==> src/thermo_defs.svh <==
// Constants for the thermometer and clock command decoder
// What this block does
// - Answer control byte 9Eh; low bit selects direction
// - ACh writes config; reads config then status
// - ADh writes or reads resolution register
// - Resolution codes 00..11 give 9..12 bits; default 12
// - EEh starts conversion; one-shot or continuous
// - Stored power-up bit decides conversion after reset
// - 22h stops after finishing current conversion
// - AAh returns last result, high byte first
// - C0h addressed calendar access, address byte first
// - C7h addressed clock alarm access, address first
// - Calendar or alarm access clears clock alarm flag
// - A1h writes or reads two-byte high threshold
// - A2h writes or reads two-byte low threshold
// - 17h addressed SRAM access, pointer auto increments
// - SRAM pointer wraps from 1Fh to 00h
`ifndef THERMO_DEFS_SVH
`define THERMO_DEFS_SVH

// ****************************************
// Link protocol
// ****************************************
`define CTRL_BYTE 8'h9e
`define CMD_CONFIG 8'hac
`define CMD_RESOL 8'had
`define CMD_START 8'hee
`define CMD_STOP 8'h22
`define CMD_TEMP 8'haa
`define CMD_THI 8'ha1
`define CMD_TLO 8'ha2
`define CMD_CLOCK 8'hc0
`define CMD_CALRM 8'hc7
`define CMD_SRAM 8'h17
`define IDLE_BYTE 8'hff
`define BITS_PER_BYTE 4'h8
`define TX_LAST_BIT 3'h7
`define IDX_CMD 3'h0
`define IDX_FIRST 3'h1
`define IDX_SECOND 3'h2
`define IDX_MAX 3'h7
`define SRAM_AW 5

// ****************************************
// Stored settings
// ****************************************
`define CFG_RESET 8'h00
`define RES_RESET 2'h3
`define CFG_CNV_BIT 0
`define CFG_ONESHOT_BIT 1

// ****************************************
// Register bus map
// ****************************************
`define REG_EVT_STATUS 8'h00
`define REG_EVT_CLEAR 8'h04
`define REG_EVT_ENABLE 8'h08
`define REG_CTRL 8'h0c
`define REG_STATE 8'h10
`define EVT_W 3
`define EVT_CMD 0
`define EVT_STORE 1
`define EVT_CALCLR 2
`define CTRL_EN_BIT 0
`define CTRL_RESET 1'h1
`define RESP_OKAY 2'h0
`define RESP_SLVERR 2'h2

`endif

==> src/thermo_pkg.sv <==
// Types shared by the command decoder and its parts
package thermo_pkg;

  typedef enum logic [5:0] {
    ST_IDLE  = 6'h01,
    ST_ADDR  = 6'h02,
    ST_ACK   = 6'h04,
    ST_RX    = 6'h08,
    ST_TX    = 6'h10,
    ST_TXACK = 6'h20
  } link_state_e;

  typedef struct packed {
    logic wr;
    logic alarm_sel;
    logic [7:0] addr;
    logic [7:0] wdata;
  } cal_req_s;

  typedef struct packed {
    logic [15:0] high;
    logic [15:0] low;
  } thresh_s;

endpackage : thermo_pkg

==> src/pin_sync.sv <==
// Two-flop synchroniser for pin inputs
`timescale 1ns/100ps
module pin_sync #(
  parameter int WIDTH = 2
) (
  // Clock and reset
  input wire logic clk,
  input wire logic rst_b,
  // Data
  input wire logic [WIDTH-1:0] din,
  output logic [WIDTH-1:0] dout
);
  logic [WIDTH-1:0] meta_q;

  // First stage feeds only the second stage
  always_ff @(posedge clk or negedge rst_b) begin
    if (!rst_b) begin
      meta_q <= {WIDTH{1'b1}};
      dout <= {WIDTH{1'b1}};
    end else begin
      meta_q <= din;
      dout <= meta_q;
    end
  end
endmodule : pin_sync

==> src/sram_store.sv <==
// User SRAM array, one write port and one read port
`timescale 1ns/100ps
module sram_store #(
  parameter int AW = 5
) (
  // Clock
  input wire logic clk,
  // Write port
  input wire logic we,
  input wire logic [AW-1:0] waddr,
  input wire logic [7:0] wdata,
  // Read port
  input wire logic [AW-1:0] raddr,
  output logic [7:0] rdata
);
  logic [7:0] mem [0:(1<<AW)-1];

  always_ff @(posedge clk) begin
    if (we) begin
      mem[waddr] <= wdata;
    end
  end

  // Contents are undefined after power-up, as for volatile storage
  assign rdata = mem[raddr];
endmodule : sram_store

==> src/thermo_rtc_command_decoder.sv <==
// Serial-link command decoder for thermometer and calendar stores
`timescale 1ns/100ps
`include "thermo_defs.svh"
module thermo_rtc_command_decoder
  import thermo_pkg::*;
#(
  parameter logic [7:0] CFG_RESET_VALUE = `CFG_RESET,
  parameter int AXI_AW = 8
) (
  // Clock and reset
  input wire logic mclk,
  input wire logic rst_b,
  // Serial link pins
  input wire logic scl_i,
  input wire logic sda_i,
  output logic sda_o,
  output logic sda_oe,
  // Thermometer side
  input wire logic [15:0] temp_result,
  input wire logic [7:0] status_byte,
  input wire logic conv_done,
  output logic conv_run,
  output logic [7:0] config_byte,
  output logic [1:0] resolution_sel,
  output thresh_s thresholds,
  // Calendar and clock alarm side
  output cal_req_s cal_req,
  input wire logic [7:0] cal_rdata,
  output logic clock_alarm_clear,
  // AXI4-Lite slave
  input wire logic [AXI_AW-1:0] s_axi_awaddr,
  input wire logic s_axi_awvalid,
  output logic s_axi_awready,
  input wire logic [31:0] s_axi_wdata,
  input wire logic [3:0] s_axi_wstrb,
  input wire logic s_axi_wvalid,
  output logic s_axi_wready,
  output logic [1:0] s_axi_bresp,
  output logic s_axi_bvalid,
  input wire logic s_axi_bready,
  input wire logic [AXI_AW-1:0] s_axi_araddr,
  input wire logic s_axi_arvalid,
  output logic s_axi_arready,
  output logic [31:0] s_axi_rdata,
  output logic [1:0] s_axi_rresp,
  output logic s_axi_rvalid,
  input wire logic s_axi_rready,
  // Interrupt
  output logic irq
);

  // ****************************************
  // Functions
  // ****************************************
  function automatic logic is_addressed(input logic [7:0] c);
    return (c == `CMD_CLOCK) || (c == `CMD_CALRM) || (c == `CMD_SRAM);
  endfunction : is_addressed

  function automatic logic reg_known(input logic [AXI_AW-1:0] a);
    return a <= `REG_STATE && a[1:0] == 2'h0;
  endfunction : reg_known

  // ****************************************
  // Pin sampling and bus conditions
  // ****************************************
  logic [1:0] pins_s;
  logic scl_p_q, sda_p_q;
  logic scl_s, sda_s, scl_rise, scl_fall, start_det, stop_det;

  pin_sync #(.WIDTH(2)) u_sync (
    .clk(mclk),
    .rst_b(rst_b),
    .din({scl_i, sda_i}),
    .dout(pins_s)
  );

  assign scl_s = pins_s[1];
  assign sda_s = pins_s[0];

  always_ff @(posedge mclk or negedge rst_b) begin
    if (!rst_b) begin
      scl_p_q <= 1'b1;
      sda_p_q <= 1'b1;
    end else begin
      scl_p_q <= scl_s;
      sda_p_q <= sda_s;
    end
  end

  assign scl_rise = scl_s & ~scl_p_q;
  assign scl_fall = ~scl_s & scl_p_q;
  assign start_det = scl_s & scl_p_q & sda_p_q & ~sda_s;
  assign stop_det = scl_s & scl_p_q & ~sda_p_q & sda_s;

  // ****************************************
  // Byte engine
  // ****************************************
  link_state_e state_q;
  logic [3:0] bit_cnt_q;
  logic [7:0] rx_sh_q, tx_sh_q, tx_byte;
  logic rw_q, nack_q, slave_en_q;
  logic ctrl_wr_p_q, rx_p_q, rd_ack_p_q, tx_load_p_q;
  logic [7:0] rx_data_q;

  // Open drain: only ever pulls low, the enable carries the data
  assign sda_o = 1'b0;

  always_ff @(posedge mclk or negedge rst_b) begin
    if (!rst_b) begin
      state_q <= ST_IDLE;
      bit_cnt_q <= 4'h0;
      rx_sh_q <= 8'h00;
      tx_sh_q <= 8'h00;
      rw_q <= 1'b0;
      nack_q <= 1'b0;
      sda_oe <= 1'b0;
      ctrl_wr_p_q <= 1'b0;
      rx_p_q <= 1'b0;
      rd_ack_p_q <= 1'b0;
      tx_load_p_q <= 1'b0;
      rx_data_q <= 8'h00;
    end else begin
      ctrl_wr_p_q <= 1'b0;
      rx_p_q <= 1'b0;
      rd_ack_p_q <= 1'b0;
      tx_load_p_q <= 1'b0;
      if (start_det) begin
        state_q <= ST_ADDR;
        bit_cnt_q <= 4'h0;
        sda_oe <= 1'b0;
      end else if (stop_det) begin
        state_q <= ST_IDLE;
        sda_oe <= 1'b0;
      end else begin
        case (state_q)
          ST_ADDR, ST_RX: begin
            if (scl_rise) begin
              rx_sh_q <= {rx_sh_q[6:0], sda_s};
              bit_cnt_q <= bit_cnt_q + 4'h1;
            end else if (scl_fall && bit_cnt_q == `BITS_PER_BYTE) begin
              bit_cnt_q <= 4'h0;
              if (state_q == ST_RX) begin
                rx_p_q <= 1'b1;
                rx_data_q <= rx_sh_q;
                sda_oe <= 1'b1;
                state_q <= ST_ACK;
              end else if (slave_en_q &&
                           rx_sh_q[7:1] == `CTRL_BYTE >> 1) begin
                rw_q <= rx_sh_q[0];
                ctrl_wr_p_q <= ~rx_sh_q[0];
                sda_oe <= 1'b1;
                state_q <= ST_ACK;
              end else begin
                state_q <= ST_IDLE;
              end
            end
          end
          ST_ACK: begin
            if (scl_fall) begin
              bit_cnt_q <= 4'h0;
              if (rw_q) begin
                tx_sh_q <= tx_byte;
                tx_load_p_q <= 1'b1;
                sda_oe <= ~tx_byte[7];
                state_q <= ST_TX;
              end else begin
                sda_oe <= 1'b0;
                state_q <= ST_RX;
              end
            end
          end
          ST_TX: begin
            if (scl_fall) begin
              if (bit_cnt_q[2:0] == `TX_LAST_BIT) begin
                sda_oe <= 1'b0;
                state_q <= ST_TXACK;
              end else begin
                tx_sh_q <= {tx_sh_q[6:0], 1'b0};
                sda_oe <= ~tx_sh_q[6];
                bit_cnt_q <= bit_cnt_q + 4'h1;
              end
            end
          end
          ST_TXACK: begin
            if (scl_rise) begin
              nack_q <= sda_s;
              rd_ack_p_q <= ~sda_s;
            end else if (scl_fall) begin
              bit_cnt_q <= 4'h0;
              if (!nack_q) begin
                tx_sh_q <= tx_byte;
                tx_load_p_q <= 1'b1;
                sda_oe <= ~tx_byte[7];
                state_q <= ST_TX;
              end else begin
                state_q <= ST_IDLE;
              end
            end
          end
          ST_IDLE: begin
            sda_oe <= 1'b0;
          end
          default: begin
            state_q <= ST_IDLE;
            sda_oe <= 1'b0;
          end
        endcase
      end
    end
  end

  // ****************************************
  // Command decode and stores
  // ****************************************
  logic [7:0] cmd_q;
  logic [2:0] wr_idx_q, rd_idx_q;
  logic [7:0] ptr_q;
  logic [7:0] sram_rdata;
  logic sram_we_q;
  logic [`SRAM_AW-1:0] sram_waddr_q;
  logic [7:0] sram_wdata_q;
  logic start_cmd, stop_cmd;
  logic [`EVT_W-1:0] evt_set;
  logic [7:0] next_ptr;

  assign next_ptr = (cmd_q == `CMD_SRAM) ?
    {3'h0, ptr_q[`SRAM_AW-1:0] + 5'h1} : ptr_q + 8'h1;
  assign start_cmd = rx_p_q && wr_idx_q == `IDX_CMD &&
                     rx_data_q == `CMD_START;
  assign stop_cmd = rx_p_q && wr_idx_q == `IDX_CMD &&
                    rx_data_q == `CMD_STOP;

  always_ff @(posedge mclk or negedge rst_b) begin
    if (!rst_b) begin
      cmd_q <= 8'h00;
      wr_idx_q <= `IDX_CMD;
      rd_idx_q <= `IDX_CMD;
      ptr_q <= 8'h00;
      config_byte <= CFG_RESET_VALUE;
      resolution_sel <= `RES_RESET;
      thresholds <= '0;
      cal_req <= '0;
      clock_alarm_clear <= 1'b0;
      sram_we_q <= 1'b0;
      sram_waddr_q <= '0;
      sram_wdata_q <= 8'h00;
      evt_set <= '0;
    end else begin
      cal_req.wr <= 1'b0;
      clock_alarm_clear <= 1'b0;
      sram_we_q <= 1'b0;
      evt_set <= '0;
      cal_req.addr <= ptr_q;
      cal_req.alarm_sel <= (cmd_q == `CMD_CALRM);
      if (state_q == ST_ADDR) begin
        rd_idx_q <= `IDX_CMD;
      end
      if (ctrl_wr_p_q) begin
        wr_idx_q <= `IDX_CMD;
      end else if (rx_p_q) begin
        if (wr_idx_q != `IDX_MAX) begin
          wr_idx_q <= wr_idx_q + 3'h1;
        end
        if (wr_idx_q == `IDX_CMD) begin
          cmd_q <= rx_data_q;
          rd_idx_q <= `IDX_CMD;
          evt_set[`EVT_CMD] <= 1'b1;
        end else begin
          case (cmd_q)
            `CMD_CONFIG: begin
              if (wr_idx_q == `IDX_FIRST) begin
                config_byte <= rx_data_q;
                evt_set[`EVT_STORE] <= 1'b1;
              end
            end
            `CMD_RESOL: begin
              if (wr_idx_q == `IDX_FIRST) begin
                resolution_sel <= rx_data_q[1:0];
                evt_set[`EVT_STORE] <= 1'b1;
              end
            end
            `CMD_THI, `CMD_TLO: begin
              if (wr_idx_q == `IDX_FIRST || wr_idx_q == `IDX_SECOND) begin
                if (cmd_q == `CMD_THI && wr_idx_q == `IDX_FIRST) begin
                  thresholds.high[15:8] <= rx_data_q;
                end else if (cmd_q == `CMD_THI) begin
                  thresholds.high[7:0] <= rx_data_q;
                end else if (wr_idx_q == `IDX_FIRST) begin
                  thresholds.low[15:8] <= rx_data_q;
                end else begin
                  thresholds.low[7:0] <= rx_data_q;
                end
                evt_set[`EVT_STORE] <= (wr_idx_q == `IDX_SECOND);
              end
            end
            `CMD_CLOCK, `CMD_CALRM, `CMD_SRAM: begin
              if (wr_idx_q == `IDX_FIRST) begin
                ptr_q <= (cmd_q == `CMD_SRAM) ?
                  {3'h0, rx_data_q[`SRAM_AW-1:0]} : rx_data_q;
              end else if (cmd_q == `CMD_SRAM) begin
                sram_we_q <= 1'b1;
                sram_waddr_q <= ptr_q[`SRAM_AW-1:0];
                sram_wdata_q <= rx_data_q;
                ptr_q <= next_ptr;
              end else begin
                cal_req.wr <= 1'b1;
                cal_req.wdata <= rx_data_q;
                ptr_q <= next_ptr;
                clock_alarm_clear <= 1'b1;
                evt_set[`EVT_CALCLR] <= 1'b1;
              end
            end
            default: begin
            end
          endcase
        end
      end else if (tx_load_p_q && (cmd_q == `CMD_CLOCK ||
                                   cmd_q == `CMD_CALRM)) begin
        clock_alarm_clear <= 1'b1;
        evt_set[`EVT_CALCLR] <= 1'b1;
      end else if (rd_ack_p_q) begin
        if (is_addressed(cmd_q)) begin
          ptr_q <= next_ptr;
        end else if (rd_idx_q != `IDX_MAX) begin
          rd_idx_q <= rd_idx_q + 3'h1;
        end
      end
    end
  end

  sram_store #(.AW(`SRAM_AW)) u_sram (
    .clk(mclk),
    .we(sram_we_q),
    .waddr(sram_waddr_q),
    .wdata(sram_wdata_q),
    .raddr(ptr_q[`SRAM_AW-1:0]),
    .rdata(sram_rdata)
  );

  always_comb begin
    tx_byte = `IDLE_BYTE;
    case (cmd_q)
      `CMD_CONFIG: tx_byte = (rd_idx_q == `IDX_CMD) ?
                             config_byte : status_byte;
      `CMD_RESOL: tx_byte = {6'h00, resolution_sel};
      `CMD_TEMP: tx_byte = (rd_idx_q == `IDX_CMD) ?
                           temp_result[15:8] : temp_result[7:0];
      `CMD_THI: tx_byte = (rd_idx_q == `IDX_CMD) ?
                          thresholds.high[15:8] :
                          thresholds.high[7:0];
      `CMD_TLO: tx_byte = (rd_idx_q == `IDX_CMD) ?
                          thresholds.low[15:8] :
                          thresholds.low[7:0];
      `CMD_CLOCK, `CMD_CALRM: tx_byte = cal_rdata;
      `CMD_SRAM: tx_byte = sram_rdata;
      default: tx_byte = `IDLE_BYTE;
    endcase
  end

  // ****************************************
  // Conversion control
  // ****************************************
  logic boot_q, oneshot_q, stop_pend_q;

  always_ff @(posedge mclk or negedge rst_b) begin
    if (!rst_b) begin
      boot_q <= 1'b0;
      conv_run <= 1'b0;
      oneshot_q <= 1'b0;
      stop_pend_q <= 1'b0;
    end else if (!boot_q) begin
      boot_q <= 1'b1;
      conv_run <= CFG_RESET_VALUE[`CFG_CNV_BIT];
      oneshot_q <= CFG_RESET_VALUE[`CFG_ONESHOT_BIT];
    end else if (start_cmd) begin
      conv_run <= 1'b1;
      oneshot_q <= config_byte[`CFG_ONESHOT_BIT];
      stop_pend_q <= 1'b0;
    end else if (stop_cmd) begin
      stop_pend_q <= conv_run;
    end else if (conv_done && conv_run && (oneshot_q || stop_pend_q)) begin
      // Current measurement always completes before idling
      conv_run <= 1'b0;
      stop_pend_q <= 1'b0;
    end
  end

  // ****************************************
  // Register bus and interrupt
  // ****************************************
  logic aw_held_q, w_held_q, do_write;
  logic [AXI_AW-1:0] awaddr_q;
  logic [31:0] wdata_q;
  logic wlane0_q;
  logic [`EVT_W-1:0] evt_status_q, evt_enable_q, evt_clr;

  assign do_write = aw_held_q & w_held_q & ~s_axi_bvalid;
  assign evt_clr = (do_write && wlane0_q && awaddr_q == `REG_EVT_CLEAR) ?
                   wdata_q[`EVT_W-1:0] : '0;

  always_ff @(posedge mclk or negedge rst_b) begin
    if (!rst_b) begin
      aw_held_q <= 1'b0;
      w_held_q <= 1'b0;
      awaddr_q <= '0;
      wdata_q <= 32'h0;
      wlane0_q <= 1'b0;
      s_axi_awready <= 1'b0;
      s_axi_wready <= 1'b0;
      s_axi_bvalid <= 1'b0;
      s_axi_bresp <= `RESP_OKAY;
      evt_enable_q <= '0;
      slave_en_q <= `CTRL_RESET;
    end else begin
      s_axi_awready <= ~aw_held_q & ~s_axi_bvalid & ~do_write &
                       ~(s_axi_awvalid & s_axi_awready);
      s_axi_wready <= ~w_held_q & ~s_axi_bvalid & ~do_write &
                      ~(s_axi_wvalid & s_axi_wready);
      if (s_axi_awvalid && s_axi_awready) begin
        aw_held_q <= 1'b1;
        awaddr_q <= s_axi_awaddr;
      end
      if (s_axi_wvalid && s_axi_wready) begin
        w_held_q <= 1'b1;
        wdata_q <= s_axi_wdata;
        wlane0_q <= s_axi_wstrb[0];
      end
      if (do_write) begin
        aw_held_q <= 1'b0;
        w_held_q <= 1'b0;
        s_axi_bvalid <= 1'b1;
        s_axi_bresp <= reg_known(awaddr_q) ? `RESP_OKAY : `RESP_SLVERR;
        if (wlane0_q && awaddr_q == `REG_EVT_ENABLE) begin
          evt_enable_q <= wdata_q[`EVT_W-1:0];
        end
        if (wlane0_q && awaddr_q == `REG_CTRL) begin
          slave_en_q <= wdata_q[`CTRL_EN_BIT];
        end
      end else if (s_axi_bvalid && s_axi_bready) begin
        s_axi_bvalid <= 1'b0;
      end
    end
  end

  always_ff @(posedge mclk or negedge rst_b) begin
    if (!rst_b) begin
      s_axi_arready <= 1'b0;
      s_axi_rvalid <= 1'b0;
      s_axi_rdata <= 32'h0;
      s_axi_rresp <= `RESP_OKAY;
    end else begin
      s_axi_arready <= ~s_axi_rvalid & ~(s_axi_arvalid & s_axi_arready);
      if (s_axi_arvalid && s_axi_arready) begin
        s_axi_rvalid <= 1'b1;
        s_axi_rresp <= reg_known(s_axi_araddr) ? `RESP_OKAY : `RESP_SLVERR;
        case (s_axi_araddr)
          `REG_EVT_STATUS: s_axi_rdata <= {29'h0, evt_status_q};
          `REG_EVT_ENABLE: s_axi_rdata <= {29'h0, evt_enable_q};
          `REG_CTRL: s_axi_rdata <= {31'h0, slave_en_q};
          `REG_STATE: s_axi_rdata <= {21'h0, conv_run, resolution_sel,
                                      cmd_q};
          default: s_axi_rdata <= 32'h0;
        endcase
      end else if (s_axi_rvalid && s_axi_rready) begin
        s_axi_rvalid <= 1'b0;
      end
    end
  end

  // Set wins over a clear landing in the same cycle
  always_ff @(posedge mclk or negedge rst_b) begin
    if (!rst_b) begin
      evt_status_q <= '0;
      irq <= 1'b0;
    end else begin
      evt_status_q <= (evt_status_q & ~evt_clr) | evt_set;
      irq <= |(evt_status_q & evt_enable_q);
    end
  end

endmodule : thermo_rtc_command_decoder

==> config.mk <==
export PLATFORM = sky130hd
export DESIGN_NAME = thermo_rtc_command_decoder
export DESIGN_NICKNAME = d
export VERILOG_FILES = /design/src/thermo_pkg.sv /design/src/pin_sync.sv /design/src/sram_store.sv /design/src/thermo_rtc_command_decoder.sv
export VERILOG_INCLUDE_DIRS = /design/src /design/src/src
export SDC_FILE = /design/constraint.sdc
export NUM_CORES = 1
export LEC_CHECK = 0
export ABC_AREA = 1
export BUFFER_PORTS_ARGS = -buffer_cell sky130_fd_sc_hd__buf_4
export CAP_MARGIN = 20
export CORE_UTILIZATION = 46
export DETAILED_ROUTE_END_ITERATION = 7
export SETUP_SLACK_MARGIN = 0.2
export SYNTH_ARGS = -nofsm -noshare
export SYNTH_HDL_FRONTEND = slang
export SYNTH_HIERARCHICAL = 1
export SYNTH_SLANG_ARGS = --single-unit
==> constraint.sdc <==
create_clock -name mclk -period 2.1 [get_ports mclk]
set_input_delay 0.105 -clock mclk [delete_from_list [all_inputs] [get_ports mclk]]
set_output_delay 0.105 -clock mclk [all_outputs]
set_load 0.02 [all_outputs]
==> impl_metrics.ini <==
[sta]
setup_tns_ns = -0.00527
period_share_pct = 100
rsz0062_at_grt = yes
fin_ws_ns = -0.00527
fin_skew_ns = 0.0216
setup_viol = 1
finalHoldViolCount = 0
finalCriticalPeriod_ns = 2.11
slew_headroom_pct = 31.2
tightest_slew_ns = 1.03
timing.fmax_mhz = 475
drv_slew = 0

[die]
io_pins = 200
start_util_pct = 46.6
die_area_um2 = 44300
std_cell_rows = 76
coreArea_um2 = 43000
fp.dieH_um = 211
die_width_um = 211

[logic_synthesis]
syn-instance-count = 2073
yosysTopAreaCellShare_pct = 38.4
syn_area_um2 = 20000
ys_seq_elements = 445
synth_top_area_cell = edfxtp_1
synth_area_per_cell_um2 = 9.65
yosysWarnings = 6
synth_cell_types = 43
ys_seq_area_share_pct = 62.1
synth_area_leaders = edfxtp_1, dfrtp_1, nand2_1

[routing]
routed_wl_um = 56900
vias = 15700
drtAntennaViolNets = 0
wl_per_cell_um = 19.1
via_per_inst = 5.27
drc_errors = 1
drt_iter0_markers = 1429
dr.pass1.iters = 7

[hold_path]
whs_endpoint = s_axi_rdata[8]
hold_class = in -> reg
min_path_cells = 6
hp-start = s_axi_araddr[3]

[global_routing]
antenna_found_initial = 0
grt_pass1_wl_um = 85600
track_usage_pct = 25.3
grt_max_degree = 56
grt-ovfl-total = 0
grt_pass1_vias = 15000

[worst_setup_path]
cp_top_family = simple AND/OR/NAND/NOR gates
crit_fanout = 16
critPathSlowestCell = dfrtp_4
r2r-end = sda_oe
worst_setup_path_end_kind = flop
critical_path.most_common_cell = nand2_1
ff2ff_path_depth = 17
worst_path_largest_cell_delay_ns = 0.54
worstSetupStartpoint = ptr_q[0]
crit_arrival_ns = 2.62
critPathBufInv = 2
criticalPathCategory = reg -> reg
reg2reg_from = ptr_q[0]
cp-start-kind = flop
reg2reg_slack_ns = -0.005
cp.required_ns = 2.61
worstPathCellList = buf_6 > buf_16 > nand2_1 > nand3_1 > nand3_1 > nand2_1 > nand2_1 > nand2_2 > nand2_2 > nand2_4 > nand3_2 > nand2_1 > nor2_1 > nand3_1 > nand2_1 > nand2_1 > nand2_1

[clock_network]
numCtsBuffers = 48
cts_tree = yes
htreeDepth = 2
clock-root-buffer = clkbuf_16
clk_latency_ns = 0.58
clockBufferDepth = 3
cts.reportedPaths.clkPinSlew_ns = 0.06
clock_sinks = 445

[placement]
dpl.hpwl_um = 36000
post_dp_cell_area_um2 = 22100
io_buffers = 143
place_congestion = 0.922
place_inst = 2819

[final_layout]
fin_nets = 2459
utilization_pct = 58.7
area_growth_pct = 26.1
final_cells = 2977
insertedDiodeCount = 0
drive_above_1_share_pct = 24.0
layout_common_cells = nand2_1, edfxtp_1, buf_4, nand3_1, dfrtp_1
n_fill_cell = 3731
final_area_um2 = 25200
layout_commonest_cell = nand2_1

[pwr]
p_leak_nw = 10.7
ir_drop_mv = 0.574
total_power_mw = 20.6
power_density_nw_per_um2 = 815

[outcome]
status = finished, violations left
violations = design-rule violations, negative setup slack

[flow_run]
max-cap-violations = 0
-- sequential cells by signal, indices dropped and copies added (netlist names), 3 cells and up --
register,flops
rx_data_q,8
wr_idx_q,3
u_sram/mem,256
tx_sh_q,7
bit_cnt_q,4
sram_waddr_q,5
thresholds,32
ptr_q,8
s_axi_rdata,11
rd_idx_q,3
cal_req,18
state_q,6
rx_sh_q,8
sram_wdata_q,8
wdata_q,3
cmd_q,8
config_byte,8
evt_enable_q,3
evt_status_q,3
awaddr_q,8
-- layout make-up --
type                       count  area (um^2)  area share (%)
inverter                     115          447            1.77
clock buffer                  63         1340            5.31
tap                          585          732            2.90
timing repair buffer         305         3010            11.9
clock inverter                26          235           0.932
multi-input combinational   1438         7020            27.8
sequential                   445        12400            49.3
-- worst reg2reg max path: cells and delay by family, from the launching register on --
kind                   cells  cell delay [ns]
AND/OR/NAND/NOR           15             1.19
buffers and inverters      2             0.32
flip-flops                 1             0.54
-- logic make-up after synthesis --
kind of cell | share of synthesized area [%]
adders and majority gates | 0.750
other | 0.0375
buffers and inverters | 5.78
and+or+nand+nor | 25.8
AOI/OAI and AO/OA | 5.03
muxes | 0.219
DFF | 62.1
xor gates and xnor gates | 0.263
-- worst max path at each step --
stage,end,cells past startpoint,slack (ns)
2_1_floorplan,tx_sh_q[1],15,0.37
3_3_place_gp,tx_sh_q[0],16,-0.02
3_5_place_dp,sda_oe,16,-0.03
4_1_cts,sda_oe,17,0.02
5_1_grt,sda_oe,18,-0.13
6_report,sda_oe,17,-0.005
-- synth_stat cells (all sizes together) --
master / count
nand3b: 2
o31ai: 7
dfstp: 10
a21oi: 27
edfxtp: 256
conb: 2
a31oi: 1
o221ai: 1
xor2: 6
nand2: 784
dfrtp: 179
nor2: 137
nand4: 9
mux2i: 1
o21ai: 137
a41oi: 1
nor3: 10
buf: 82
ha: 12
or2: 1
mux2: 3
clkbuf: 17
a211oi: 1
inv: 115
o211ai: 3
o21bai: 1
nand3: 265
nor4: 3
-- power breakdown --
group	internal, mW	switching, mW
Combinational	0.850	1.45
Sequential	9.56	0.271
Clock	4.89	3.54
-- through the flow --
stage          hold WS, ns  setup slack, ns
2_1_floorplan       -0.191            0.367
3_3_place_gp        0.0776          -0.0240
3_5_place_dp        0.0793          -0.0273
4_1_cts            0.00126           0.0184
5_1_grt             0.0491           -0.129
6_report            0.0292         -0.00527
-- repair_timing --
action                                  CTS  global route
endpoints found under the hold margin   222             1
buffers inserted                          5             7
gates cloned                              8             9
hold buffers                             38             2
pin swaps                                 8            44
endpoints found under the setup margin   25            82
gates resized for setup                  53           108
-- routing by layer --
metal  share of wire [%]  GRT usage [%]  vias to the layer above
met5                   0              0                        -
met4                 3.1           9.52                        0
met3                 7.2           4.17                      100
met2                  46           39.5                      578
met1                  44           35.6                     7601
li1                    -              -                     7401
No activity file was read; power rests on OpenSTA's default activity.
